--- src/hdl/dpl_defines.svh ---
// Constants for the debug probe access lock: register map, fields, reset values.
// Assumes a plain register port with 32-bit word accesses and one core clock.
`ifndef DPL_DEFINES_SVH
`define DPL_DEFINES_SVH
`define DPL_ADDR_MODE     32'hFFFF_E510
`define DPL_ADDR_KEY      32'hFFFF_E514
`define DPL_ADDR_BOOT     32'hFFFF_E518
`define DPL_ADDR_STATUS   32'hFFFF_E51C
`define DPL_KEY_WORD      32'h0000_00C5
`define DPL_MODE_RESET    1'h1
`define DPL_BIT_DISABLE   0
`define DPL_BIT_USERBOOT  0
`define DPL_BIT_INHIBIT   0
`define DPL_BIT_KEYERR    1
`define DPL_BIT_REFUSED   2
`define DPL_READ_ZERO     32'h0000_0000
`endif

--- src/hdl/dpl_pkg.sv ---
// Types shared by the probe lock modules.
// Assumes dpl_defines.svh supplies the numeric constants.
package dpl_pkg;
   typedef logic [31:0] dpl_word_t;
   typedef enum logic {DPL_FLASH_NORMAL, DPL_FLASH_USER_BOOT} dpl_flash_mode_t;
endpackage : dpl_pkg

--- src/hdl/dpl_gate_if.sv ---
// Signals between the lock registers and the probe gate.
// Assumes both ends run on mclk.
interface dpl_gate_if;
   logic probe_inhibit;
   logic flash_rd_protect;
   logic probe_grant;
   logic probe_refuse;
   modport lock (output probe_inhibit, output flash_rd_protect,
                 input probe_grant, input probe_refuse);
   modport gate (input probe_inhibit, input flash_rd_protect,
                 output probe_grant, output probe_refuse);
endinterface : dpl_gate_if

--- src/hdl/dpl_lock.sv ---
// Probe access lock: mode, key, boot and status registers plus probe gate.
// Assumes a one-cycle register port master and a separate power-on reset input.
//
// The strobed register port was decided locally.
`include "dpl_defines.svh"
module dpl_lock
   import dpl_pkg::*;
(
   input  wire logic              mclk,
   input  wire logic              reset,
   input  wire logic              por,
   input  wire dpl_pkg::dpl_word_t reg_addr,
   input  wire dpl_pkg::dpl_word_t reg_wdata,
   input  wire logic              reg_wr,
   input  wire logic              reg_rd,
   output      dpl_pkg::dpl_word_t reg_rdata,
   input  wire logic              flash_rd_protect,
   input  wire logic              probe_req_pin,
   input  wire logic              probe_flash_rd_pin,
   output      logic              probe_grant,
   output      logic              probe_refuse,
   output      logic              probe_inhibit,
   output      logic              flash_user_boot
);
   import dpl_pkg::*;

   dpl_gate_if gif ();

   logic            mode_disable_q;
   logic            inhibit_q;
   dpl_flash_mode_t flash_mode_q;
   logic            key_err_q;
   logic            refused_q;
   dpl_word_t       rdata_q;
   logic            wr_mode;
   logic            wr_key;
   logic            wr_boot;
   logic            wr_status;
   logic            key_good;

   // Address match for a given register
   function automatic logic hit(input dpl_word_t a, input dpl_word_t r);
      return a == r;
   endfunction : hit

   assign wr_mode   = reg_wr && hit(reg_addr, `DPL_ADDR_MODE);
   assign wr_key    = reg_wr && hit(reg_addr, `DPL_ADDR_KEY);
   assign wr_boot   = reg_wr && hit(reg_addr, `DPL_ADDR_BOOT);
   assign wr_status = reg_wr && hit(reg_addr, `DPL_ADDR_STATUS);
   assign key_good  = wr_key && reg_wdata == `DPL_KEY_WORD;

   // Mode register: power-on reset only, ordinary reset keeps it
   always_ff @(posedge mclk) begin
      if (por) begin
         mode_disable_q <= `DPL_MODE_RESET;
      end else if (wr_mode) begin
         mode_disable_q <= reg_wdata[`DPL_BIT_DISABLE];
      end
   end

   // Live inhibit follows the mode bit only on a good key
   always_ff @(posedge mclk) begin
      if (por) begin
         inhibit_q <= `DPL_MODE_RESET;
      end else if (key_good) begin
         inhibit_q <= mode_disable_q;
      end
   end

   // Flash mode: software may enter user boot, every reset returns normal
   always_ff @(posedge mclk) begin
      if (reset || por) begin
         flash_mode_q <= DPL_FLASH_NORMAL;
      end else if (wr_boot) begin
         flash_mode_q <= reg_wdata[`DPL_BIT_USERBOOT] ? DPL_FLASH_USER_BOOT
                                                       : DPL_FLASH_NORMAL;
      end
   end

   // Sticky status: set wins over write-one-to-clear
   always_ff @(posedge mclk) begin
      if (reset || por) begin
         key_err_q <= 1'b0;
         refused_q <= 1'b0;
      end else begin
         if (wr_key && !key_good) begin
            key_err_q <= 1'b1;
         end else if (wr_status && reg_wdata[`DPL_BIT_KEYERR]) begin
            key_err_q <= 1'b0;
         end
         if (gif.probe_refuse) begin
            refused_q <= 1'b1;
         end else if (wr_status && reg_wdata[`DPL_BIT_REFUSED]) begin
            refused_q <= 1'b0;
         end
      end
   end

   // Read data one cycle after the strobe, zero elsewhere
   always_ff @(posedge mclk) begin
      if (reset || por) begin
         rdata_q <= `DPL_READ_ZERO;
      end else begin
         rdata_q <= `DPL_READ_ZERO;
         if (reg_rd) begin
            unique case (reg_addr)
               `DPL_ADDR_MODE: begin
                  rdata_q[`DPL_BIT_DISABLE] <= mode_disable_q;
               end
               `DPL_ADDR_BOOT: begin
                  rdata_q[`DPL_BIT_USERBOOT] <= flash_mode_q == DPL_FLASH_USER_BOOT;
               end
               `DPL_ADDR_STATUS: begin
                  rdata_q[`DPL_BIT_INHIBIT] <= inhibit_q;
                  rdata_q[`DPL_BIT_KEYERR]  <= key_err_q;
                  rdata_q[`DPL_BIT_REFUSED] <= refused_q;
               end
               default: begin
                  rdata_q <= `DPL_READ_ZERO;
               end
            endcase
         end
      end
   end

   assign gif.probe_inhibit    = inhibit_q;
   assign gif.flash_rd_protect = flash_rd_protect;

   dpl_probe_gate u_gate (
      .mclk               (mclk),
      .reset              (reset || por),
      .probe_req_pin      (probe_req_pin),
      .probe_flash_rd_pin (probe_flash_rd_pin),
      .gif                (gif.gate)
   );

   assign probe_grant     = gif.probe_grant;
   assign probe_refuse    = gif.probe_refuse;
   assign probe_inhibit   = inhibit_q;
   assign flash_user_boot = flash_mode_q == DPL_FLASH_USER_BOOT;
   assign reg_rdata       = rdata_q;

   property p_key_unlock;
      @(posedge mclk) disable iff (reset || por)
      key_good && !mode_disable_q |=> !inhibit_q;
   endproperty
   a_key_unlock: assert property (p_key_unlock)
      else $error("good key with bit clear did not unlock");

   property p_key_rearm;
      @(posedge mclk) disable iff (reset || por)
      key_good && mode_disable_q |=> inhibit_q;
   endproperty
   a_key_rearm: assert property (p_key_rearm)
      else $error("good key with bit set did not re-arm");

   property p_bad_key;
      @(posedge mclk) disable iff (reset || por)
      !key_good |=> $stable(inhibit_q);
   endproperty
   a_bad_key: assert property (p_bad_key)
      else $error("inhibit changed without a good key");

   property p_unlock_needs_bit;
      @(posedge mclk) disable iff (reset || por)
      $fell(inhibit_q) |-> $past(key_good) && !$past(mode_disable_q);
   endproperty
   a_unlock_needs_bit: assert property (p_unlock_needs_bit)
      else $error("inhibit lifted without both steps");

   property p_por_mode;
      @(posedge mclk) por |=> mode_disable_q && inhibit_q;
   endproperty
   a_por_mode: assert property (p_por_mode)
      else $error("power-on reset did not set disable");

   property p_mode_keep;
      @(posedge mclk) disable iff (por)
      reset |=> $stable(mode_disable_q) && $stable(inhibit_q);
   endproperty
   a_mode_keep: assert property (p_mode_keep)
      else $error("ordinary reset changed mode register");

   property p_boot_normal;
      @(posedge mclk) reset |=> !flash_user_boot;
   endproperty
   a_boot_normal: assert property (p_boot_normal)
      else $error("reset left flash in user boot");

   property p_mode_read;
      @(posedge mclk) disable iff (reset || por)
      reg_rd && reg_addr == `DPL_ADDR_MODE
         |=> reg_rdata == {31'h0000_0000, $past(mode_disable_q)};
   endproperty
   a_mode_read: assert property (p_mode_read)
      else $error("mode read wrong");

   property p_key_read_zero;
      @(posedge mclk) disable iff (reset || por)
      reg_rd && reg_addr == `DPL_ADDR_KEY |=> reg_rdata == `DPL_READ_ZERO;
   endproperty
   a_key_read_zero: assert property (p_key_read_zero)
      else $error("key register read not zero");

   // Sticky flags, mode bit writes and boot mode entry
   property p_key_err_set;
      @(posedge mclk) disable iff (reset || por)
      wr_key && !key_good |=> key_err_q && $stable(inhibit_q);
   endproperty
   a_key_err_set: assert property (p_key_err_set)
      else $error("wrong key not flagged or changed inhibit");

   property p_mode_clear;
      @(posedge mclk) disable iff (reset || por)
      wr_mode && !reg_wdata[`DPL_BIT_DISABLE] |=> !mode_disable_q;
   endproperty
   a_mode_clear: assert property (p_mode_clear)
      else $error("mode bit not cleared by write");

   property p_refused_sticky;
      @(posedge mclk) disable iff (reset || por)
      gif.probe_refuse |=> refused_q;
   endproperty
   a_refused_sticky: assert property (p_refused_sticky)
      else $error("refused probe access not recorded");

   property p_boot_enter;
      @(posedge mclk) disable iff (reset || por)
      wr_boot && reg_wdata[`DPL_BIT_USERBOOT] |=> flash_user_boot;
   endproperty
   a_boot_enter: assert property (p_boot_enter)
      else $error("software could not enter user boot");

   c_unlock: cover property (@(posedge mclk) disable iff (reset || por) $fell(inhibit_q));
   c_rearm:  cover property (@(posedge mclk) disable iff (reset || por) $rose(inhibit_q));
   c_grant:  cover property (@(posedge mclk) disable iff (reset || por) probe_grant);
endmodule : dpl_lock

--- src/hdl/dpl_probe_gate.sv ---
// Probe gate: synchronises debug-port requests and grants or refuses them.
// Assumes probe pins are asynchronous to mclk and held for the access.
module dpl_probe_gate
   import dpl_pkg::*;
(
   input wire logic mclk,
   input wire logic reset,
   input wire logic probe_req_pin,
   input wire logic probe_flash_rd_pin,
   dpl_gate_if.gate gif
);
   import dpl_pkg::*;

   logic [1:0] req_sync_q;
   logic [1:0] rd_sync_q;
   logic       grant_q;
   logic       refuse_q;
   logic       allowed;

   // Two-stage synchronisers on the probe pins
   always_ff @(posedge mclk) begin
      if (reset) begin
         req_sync_q <= 2'h0;
         rd_sync_q  <= 2'h0;
      end else begin
         req_sync_q <= {req_sync_q[0], probe_req_pin};
         rd_sync_q  <= {rd_sync_q[0], probe_flash_rd_pin};
      end
   end

   // Inhibit blocks all, read protect blocks flash reads
   assign allowed = !gif.probe_inhibit
                    && !(rd_sync_q[1] && gif.flash_rd_protect);

   // Registered answer while a request stands
   always_ff @(posedge mclk) begin
      if (reset) begin
         grant_q  <= 1'b0;
         refuse_q <= 1'b0;
      end else begin
         grant_q  <= req_sync_q[1] && allowed;
         refuse_q <= req_sync_q[1] && !allowed;
      end
   end

   assign gif.probe_grant  = grant_q;
   assign gif.probe_refuse = refuse_q;

   property p_no_grant_inhibit;
      @(posedge mclk) disable iff (reset)
      grant_q |-> !$past(gif.probe_inhibit);
   endproperty
   a_no_grant_inhibit: assert property (p_no_grant_inhibit)
      else $error("probe granted while inhibited");

   property p_no_flash_read;
      @(posedge mclk) disable iff (reset)
      grant_q |-> !($past(rd_sync_q[1]) && $past(gif.flash_rd_protect));
   endproperty
   a_no_flash_read: assert property (p_no_flash_read)
      else $error("protected flash read granted");

   c_refused: cover property (@(posedge mclk) disable iff (reset) refuse_q);
endmodule : dpl_probe_gate

--- config.mk ---
export PLATFORM = sky130hd
export DESIGN_NAME = dpl_lock
export DESIGN_NICKNAME = d
export VERILOG_FILES = /design/src/hdl/dpl_pkg.sv /design/src/hdl/dpl_gate_if.sv /design/src/hdl/dpl_lock.sv /design/src/hdl/dpl_probe_gate.sv
export VERILOG_INCLUDE_DIRS = /design/src /design/src/hdl
export SDC_FILE = /design/constraint.sdc
export NUM_CORES = 1
export LEC_CHECK = 0
export BUFFER_PORTS_ARGS = -buffer_cell sky130_fd_sc_hd__buf_4
export CORE_MARGIN = 10
export CORE_UTILIZATION = 29
export CTS_CLUSTER_SIZE = 30
export DETAILED_ROUTE_END_ITERATION = 16
export PLACE_DENSITY = 0.78
export SLEW_MARGIN = 15
export SYNTH_ARGS = -nofsm -noshare
export SYNTH_HDL_FRONTEND = slang
export SYNTH_SLANG_ARGS = --single-unit
--- constraint.sdc ---
create_clock -name mclk -period 2.4 [get_ports mclk]
set_input_delay 0.48 -clock mclk [delete_from_list [all_inputs] [get_ports mclk]]
set_output_delay 0.48 -clock mclk [all_outputs]
set_load 0.005 [all_outputs]
### Word level (Yosys, flattened, before mapping)

Cells that the tools add are included.

| operators by class | value |
|---|---|
| multiplexer cells | 6 |
| $lt $le $gt $ge | 0 |
| equal/unequal tests | 5 |
| add/sub/neg operators | 0 |
| $mul | 0 |
| bitwise logic cells | 2 |
| div/mod/pow operators | 0 |
| shift-type cells | 0 |
| reductions and logical operators | 21 |

Operators by type and width:

| kind | count |
|---|---|
| == test 32 bit (second input constant) | 4 |
| == test 32 x 8 -> 1 bit (second input constant) | 1 |
| logical AND 1 bit | 12 |
| two-way mux 1 bit | 5 |
| zero test 1 bit | 4 |
| nonzero test 2 bit | 2 |
| one-hot mux 1 bit (3 select lines) | 1 |
| OR reduction 3 bit | 1 |
| inverter 1 bit | 2 |
| OR reduction 2 bit | 1 |
| logical OR 1 bit | 1 |

| word-level totals | value |
|---|---|
| memory bits (read-only) | 0 |
| memories kept | 0 |
| output and inout port bits | 36 |
| bits in writable memories | 0 |
| bits in latches | 0 |
| logic and storage cells | 46 |
| register bits after elaboration | 43 |

### Logic depth before layout (Yosys ltp)

| logic depth | value |
|---|---|
| word-level depth | 6 |
| mapped depth | 5 |

### Cells and area by module

A second synthesis with hierarchy kept.

| second synthesis, totals | value |
|---|---|
| cells, all modules | 109 |
| area, all modules | 953.4 µm² |

By module, submodules not included:

| module | times used | cells each | sequential area each (µm²) | area an instance (µm²) |
|---|---|---|---|---|
| dpl_lock | 1 | 95 | 160.2 | 763.2 |
| dpl_probe_gate | 1 | 14 | 120.1 | 190.2 |

### Worst setup path before layout

OpenSTA, ideal clock, no wires.

| path | value |
|---|---|
| kind | input-to-reg |
| from | input reg_addr[0] |
| to | register mode_disable_q |
| required time | 2328 ps |
| stages | 5 |
| slack | 403 ps |
| arrival time | 1925 ps |
| cells stage by stage | nand4b_1 > or4_4 > nor4_4 > and3b_1 > mux2i_1 |

| on the way | value |
|---|---|
| cells in the longest elaborated chain, start to end | 2 |

RTL lines:

| what | line | text |
|---|---|---|
| start: declaration | dpl_lock.sv:12 | `input wire dpl_pkg::dpl_word_t reg_addr,` |
| == test 32 bit | dpl_lock.sv:43 | `return a == r;` |
| logical AND 1 bit | dpl_lock.sv:46 | `` assign wr_mode = reg_wr && hit(reg_addr, `DPL_ADDR_MODE); `` |
| end signal: assignment | dpl_lock.sv:55 | `` mode_disable_q <= `DPL_MODE_RESET; `` |
| end signal: assignment | dpl_lock.sv:57 | `` mode_disable_q <= reg_wdata[`DPL_BIT_DISABLE]; `` |
| end: declaration | dpl_lock.sv:29 | `logic mode_disable_q;` |

Every way passes these cells.
A chain may end at the register's enable or synchronous reset.

### Worst setup path in the final report

Ends and elaborated chain as after synthesis.

==> results_tabular.tex <==
\begin{tabular}{lr}
\hline
Metric & Value \\
\hline
\multicolumn{2}{l}{\textbf{Run status}} \\
Status & complete, no violations \\
\multicolumn{2}{l}{\textbf{Finish}} \\
Utilization after layout & 48.7\% \\
Antenna diode count & 0 \\
Growth of design area from synthesis to finish & 61.4\% \\
Share of post-route cells with drive strength above 1 & 46.2\% \\
Final \#Nets & 257 \\
Final design instance area without fill & 0.00147 mm2 \\
\multicolumn{2}{l}{\textbf{Placement}} \\
Post-DP HPWL & 2.97 mm \\
Global placer's final weighted congestion & 0.738 \\
Count of buffers inserted at the top-level ports & 78 \\
Setup slack at placement & 164 ps \\
Post-DP Area & 0.00144 mm2 \\
\multicolumn{2}{l}{\textbf{STA}} \\
Worst max-slew margin expressed relative to the limit & 60.3\% \\
Worst-Margin Slew & 594 ps \\
Minimum clock period & 1940 ps \\
Total Negative Setup Slacks & 0 ps \\
Upper clock frequency limit & 515 MHz \\
Period utilization & 80.9\% \\
Layout Skew & 0.933 ps \\
Final worst slack & 458 ps \\
Setup violations, final & 0 \\
Number of hold-slack violations in the final timing report & 0 \\
Final slew viol count & 0 \\
Setup repair after global routing missed its margin & no \\
\multicolumn{2}{l}{\textbf{Routing}} \\
Routed vias/inst & 4.22 \\
First-iteration detailed-routing DRC count & 16 \\
Total DRC errors in the routed layout & 0 \\
WL final & 3.28 mm \\
Pre-Repair DR Iteration Count & 4 \\
Post-DR wirelength/cell & 14.4 um \\
DRT antenna net count & 0 \\
Vias after detailed routing & 962 \\
\multicolumn{2}{l}{\textbf{Clock network}} \\
Clock latency at the later pin of the worst-skew pair & 280 ps \\
Clock tree sinks & 14 \\
Buffers from clock root to sink, at most & 2 \\
Clock-pin transition on the worst setup and hold timing paths & 80 ps \\
CTS tree & yes \\
Cts bufs inserted & 3 \\
Number of H-tree branching levels & 1 \\
Post-CTS setup buffer count & 0 \\
CTS root buffer & clkbuf\_4 \\
Number of buffers inserted by hold repair at cts & 0 \\
Total of cells resized after clock tree synthesis & 0 \\
\multicolumn{2}{l}{\textbf{Die}} \\
Placeable Area & 0.00303 mm2 \\
Initial standard-cell utilization of the core & 30.2\% \\
Die width & 76.1 um \\
Top-Level Pins & 108 \\
Standard-cell rows & 20 \\
Die Y & 76.1 um \\
DIE AREA & 0.00579 mm2 \\
\multicolumn{2}{l}{\textbf{Critical path}} \\
Critical path endpoint category & flip-flop \\
Worst setup SP type & input pin \\
Launch point of the worst reg-to-reg path & flash\_user\_boot\$\_SDFFE\_PP0P\_ \\
Arrival time of data at the critical path endpoint & 2150 ps \\
Critical Path Slowest Stage Cell & or4\_4 \\
Worst setup path start & reg\_addr[0] \\
Cell-by-cell trace of the critical path & buf\_4 > nand4b\_1 > or4\_4 > nor4\_4 > and3b\_1 > mux2i\_1 \\
Largest fanout of any net on the critical path & 7 \\
Worst setup slack for register-to-register paths & 1590 ps \\
Worst path required time & 2610 ps \\
Worst Path Class, Setup & input pin to flip-flop \\
CP peak stage delay & 550 ps \\
\multicolumn{2}{l}{\textbf{Global route}} \\
Global-route wire length before repair & 5.20 mm \\
Initial antenna violation count & 0 \\
Total global routing overflow & 0 \\
Largest net degree at the start of global routing & 12 \\
Overall routing resource usage & 10.9\% \\
Via count of the first global-routing pass & 1099 \\
\multicolumn{2}{l}{\textbf{Yosys}} \\
Xor/xnor cell area share of the yosys netlist & 0\% \\
Area fraction in and, or, nand and nor cells after synthesis & 34.7\% \\
Flop and latch count out of synthesis & 14 \\
Complex-gate fraction of the synthesized area & 4.79\% \\
Cells taking the most area after synthesis & dfxtp\_1 31\%, buf\_4 24\%, mux2i\_1 4.4\%, and2\_1 4.1\%, nor4\_1 4.1\% \\
Async S/R FF share, synth & 0\% \\
Synthesis Warnings & 0 \\
Area share of the largest cell type after synthesis & 30.7\% \\
Largest area contributor in the synthesized netlist & dfxtp\_1 \\
Dominant combinational cell family by area after synthesis & simple AND/OR/NAND/NOR gates \\
Post-synthesis area per instance & 8.78 um2 \\
Count of mapped cells out of synthesis & 104 \\
Share of the yosys chip area belonging to registers & 30.7\% \\
EDFF count, synth & 0 \\
Post-synthesis mux area share & 4.38\% \\
Library cell with the highest instance count after synthesis & buf\_4 \\
Most instantiated cells after synthesis & 29 x buf\_4, 14 x dfxtp\_1, 7 x nor2\_1 \\
Synth unique cells & 28 \\
Post-Synth Adder-Cell Area & 0\% \\
Top\_reg\_cell synth & dfxtp\_1 \\
Total standard cell area after synthesis & 913 um2 \\
\multicolumn{2}{l}{\textbf{Pwr}} \\
Reported leakage power & 0.760 nW \\
Power density over the cells & 356 mW/mm2 \\
Largest voltage drop on the vdd net & 0.106 mV \\
\multicolumn{2}{l}{\textbf{Min path}} \\
HP Class & input pin to flip-flop \\
Startpoint of the worst hold path & probe\_req\_pin \\
\multicolumn{2}{l}{\textbf{Flow run}} \\
Maximum Capacitance Violations & 0 \\
\hline
\end{tabular}
-- placed cells by master, fill, tap and decap left out, drive strengths merged --
| cell | n |
|---|---|
| dfxtp | 14 |
| a41o | 1 |
| o21a | 1 |
| nor4b | 1 |
| or4 | 1 |
| and3b | 1 |
| nand4 | 5 |
| mux2i | 4 |
| nand3 | 2 |
| nor4bb | 1 |
| a41oi | 1 |
| and2 | 6 |
| nor2 | 7 |
| inv | 2 |
| a21boi | 1 |
| and3 | 4 |
| buf | 78 |
| conb | 29 |
| o21ai | 1 |
| nand2 | 5 |
| a21oi | 1 |
| clkbuf | 4 |
| nor2b | 1 |
| nand4b | 5 |
| nor3 | 1 |
| nor4 | 7 |
-- worst max-delay path, delay by kind of cell --
family	cells	cell delay (ps)
muxes	1	170
buffers and inverters	1	100
and+or+nand+nor	4	1390
-- layout make-up --
| type | instances | area [um2] |
|---|---|---|
| flip-flops and latches | 14 | 280 |
| clock buffers | 4 | 36.3 |
| repair buffers | 78 | 586 |
| inverters | 2 | 7.51 |
| fillers | 318 | 1550 |
| well taps | 44 | 55.1 |
| multi-input cells | 86 | 509 |
-- stage by stage --
stage                     instances  power [mW]  hold WS [ps]
after floorplan                 132       0.300           405
after global placement          224       0.360           409
after detailed placement        224       0.362           416
after CTS                       228       0.527           397
after global routing            228       0.553           390
final                           228       0.524           400
-- power breakdown --
group	internal (mW)	switching [mW]	leakage (nW)	total [mW]
clock network	0.0923	0.0732	0.0210	0.165
registers	0.234	0.000484	0.113	0.235
logic	0.0820	0.0424	0.626	0.124
-- sequential cells by signal (all words and copies together) (netlist names) --
register                 count
flash_user_boot              1
key_err_q                    1
mode_disable_q               1
probe_inhibit                1
refused_q                    1
reg_rdata                    3
u_gate.gif.probe_grant       1
u_gate.gif.probe_refuse      1
u_gate.rd_sync_q             2
u_gate.req_sync_q            2
-- layer usage --
layer,up-vias,routed length (um),track usage [%]
li1,475,-,-
met3,4,172,2.00
met4,0,52,4.46
met5,-,0,0
met2,57,1710,19.6
met1,426,1340,12.2
-- kinds of logic (layout without fill, tap and decap cells) --
| family | after synthesis | in the layout |
|---|---|---|
| AND/OR/NAND/NOR | 47 | 47 |
| AO/OA/AOI/OAI | 6 | 6 |
| multiplexers | 4 | 4 |
| flip-flops | 14 | 14 |
| buffers and inverters | 32 | 84 |
| other | 1 | 29 |
-- worst paths after layout --
| kind | to | depth (start not counted) |
|---|---|---|
| worst max register to register | reg_rdata[0]$_SDFF_PP0_ | 3 |
| worst max-delay path | mode_disable_q$_SDFFE_PP1P_ | 6 |
| worst min-delay path | u_gate.req_sync_q[0]$_SDFF_PP0_ | 2 |
| worst min register to register | u_gate.gif.probe_refuse$_SDFF_PP0_ | 2 |
(Power assumes the default switching activity.)
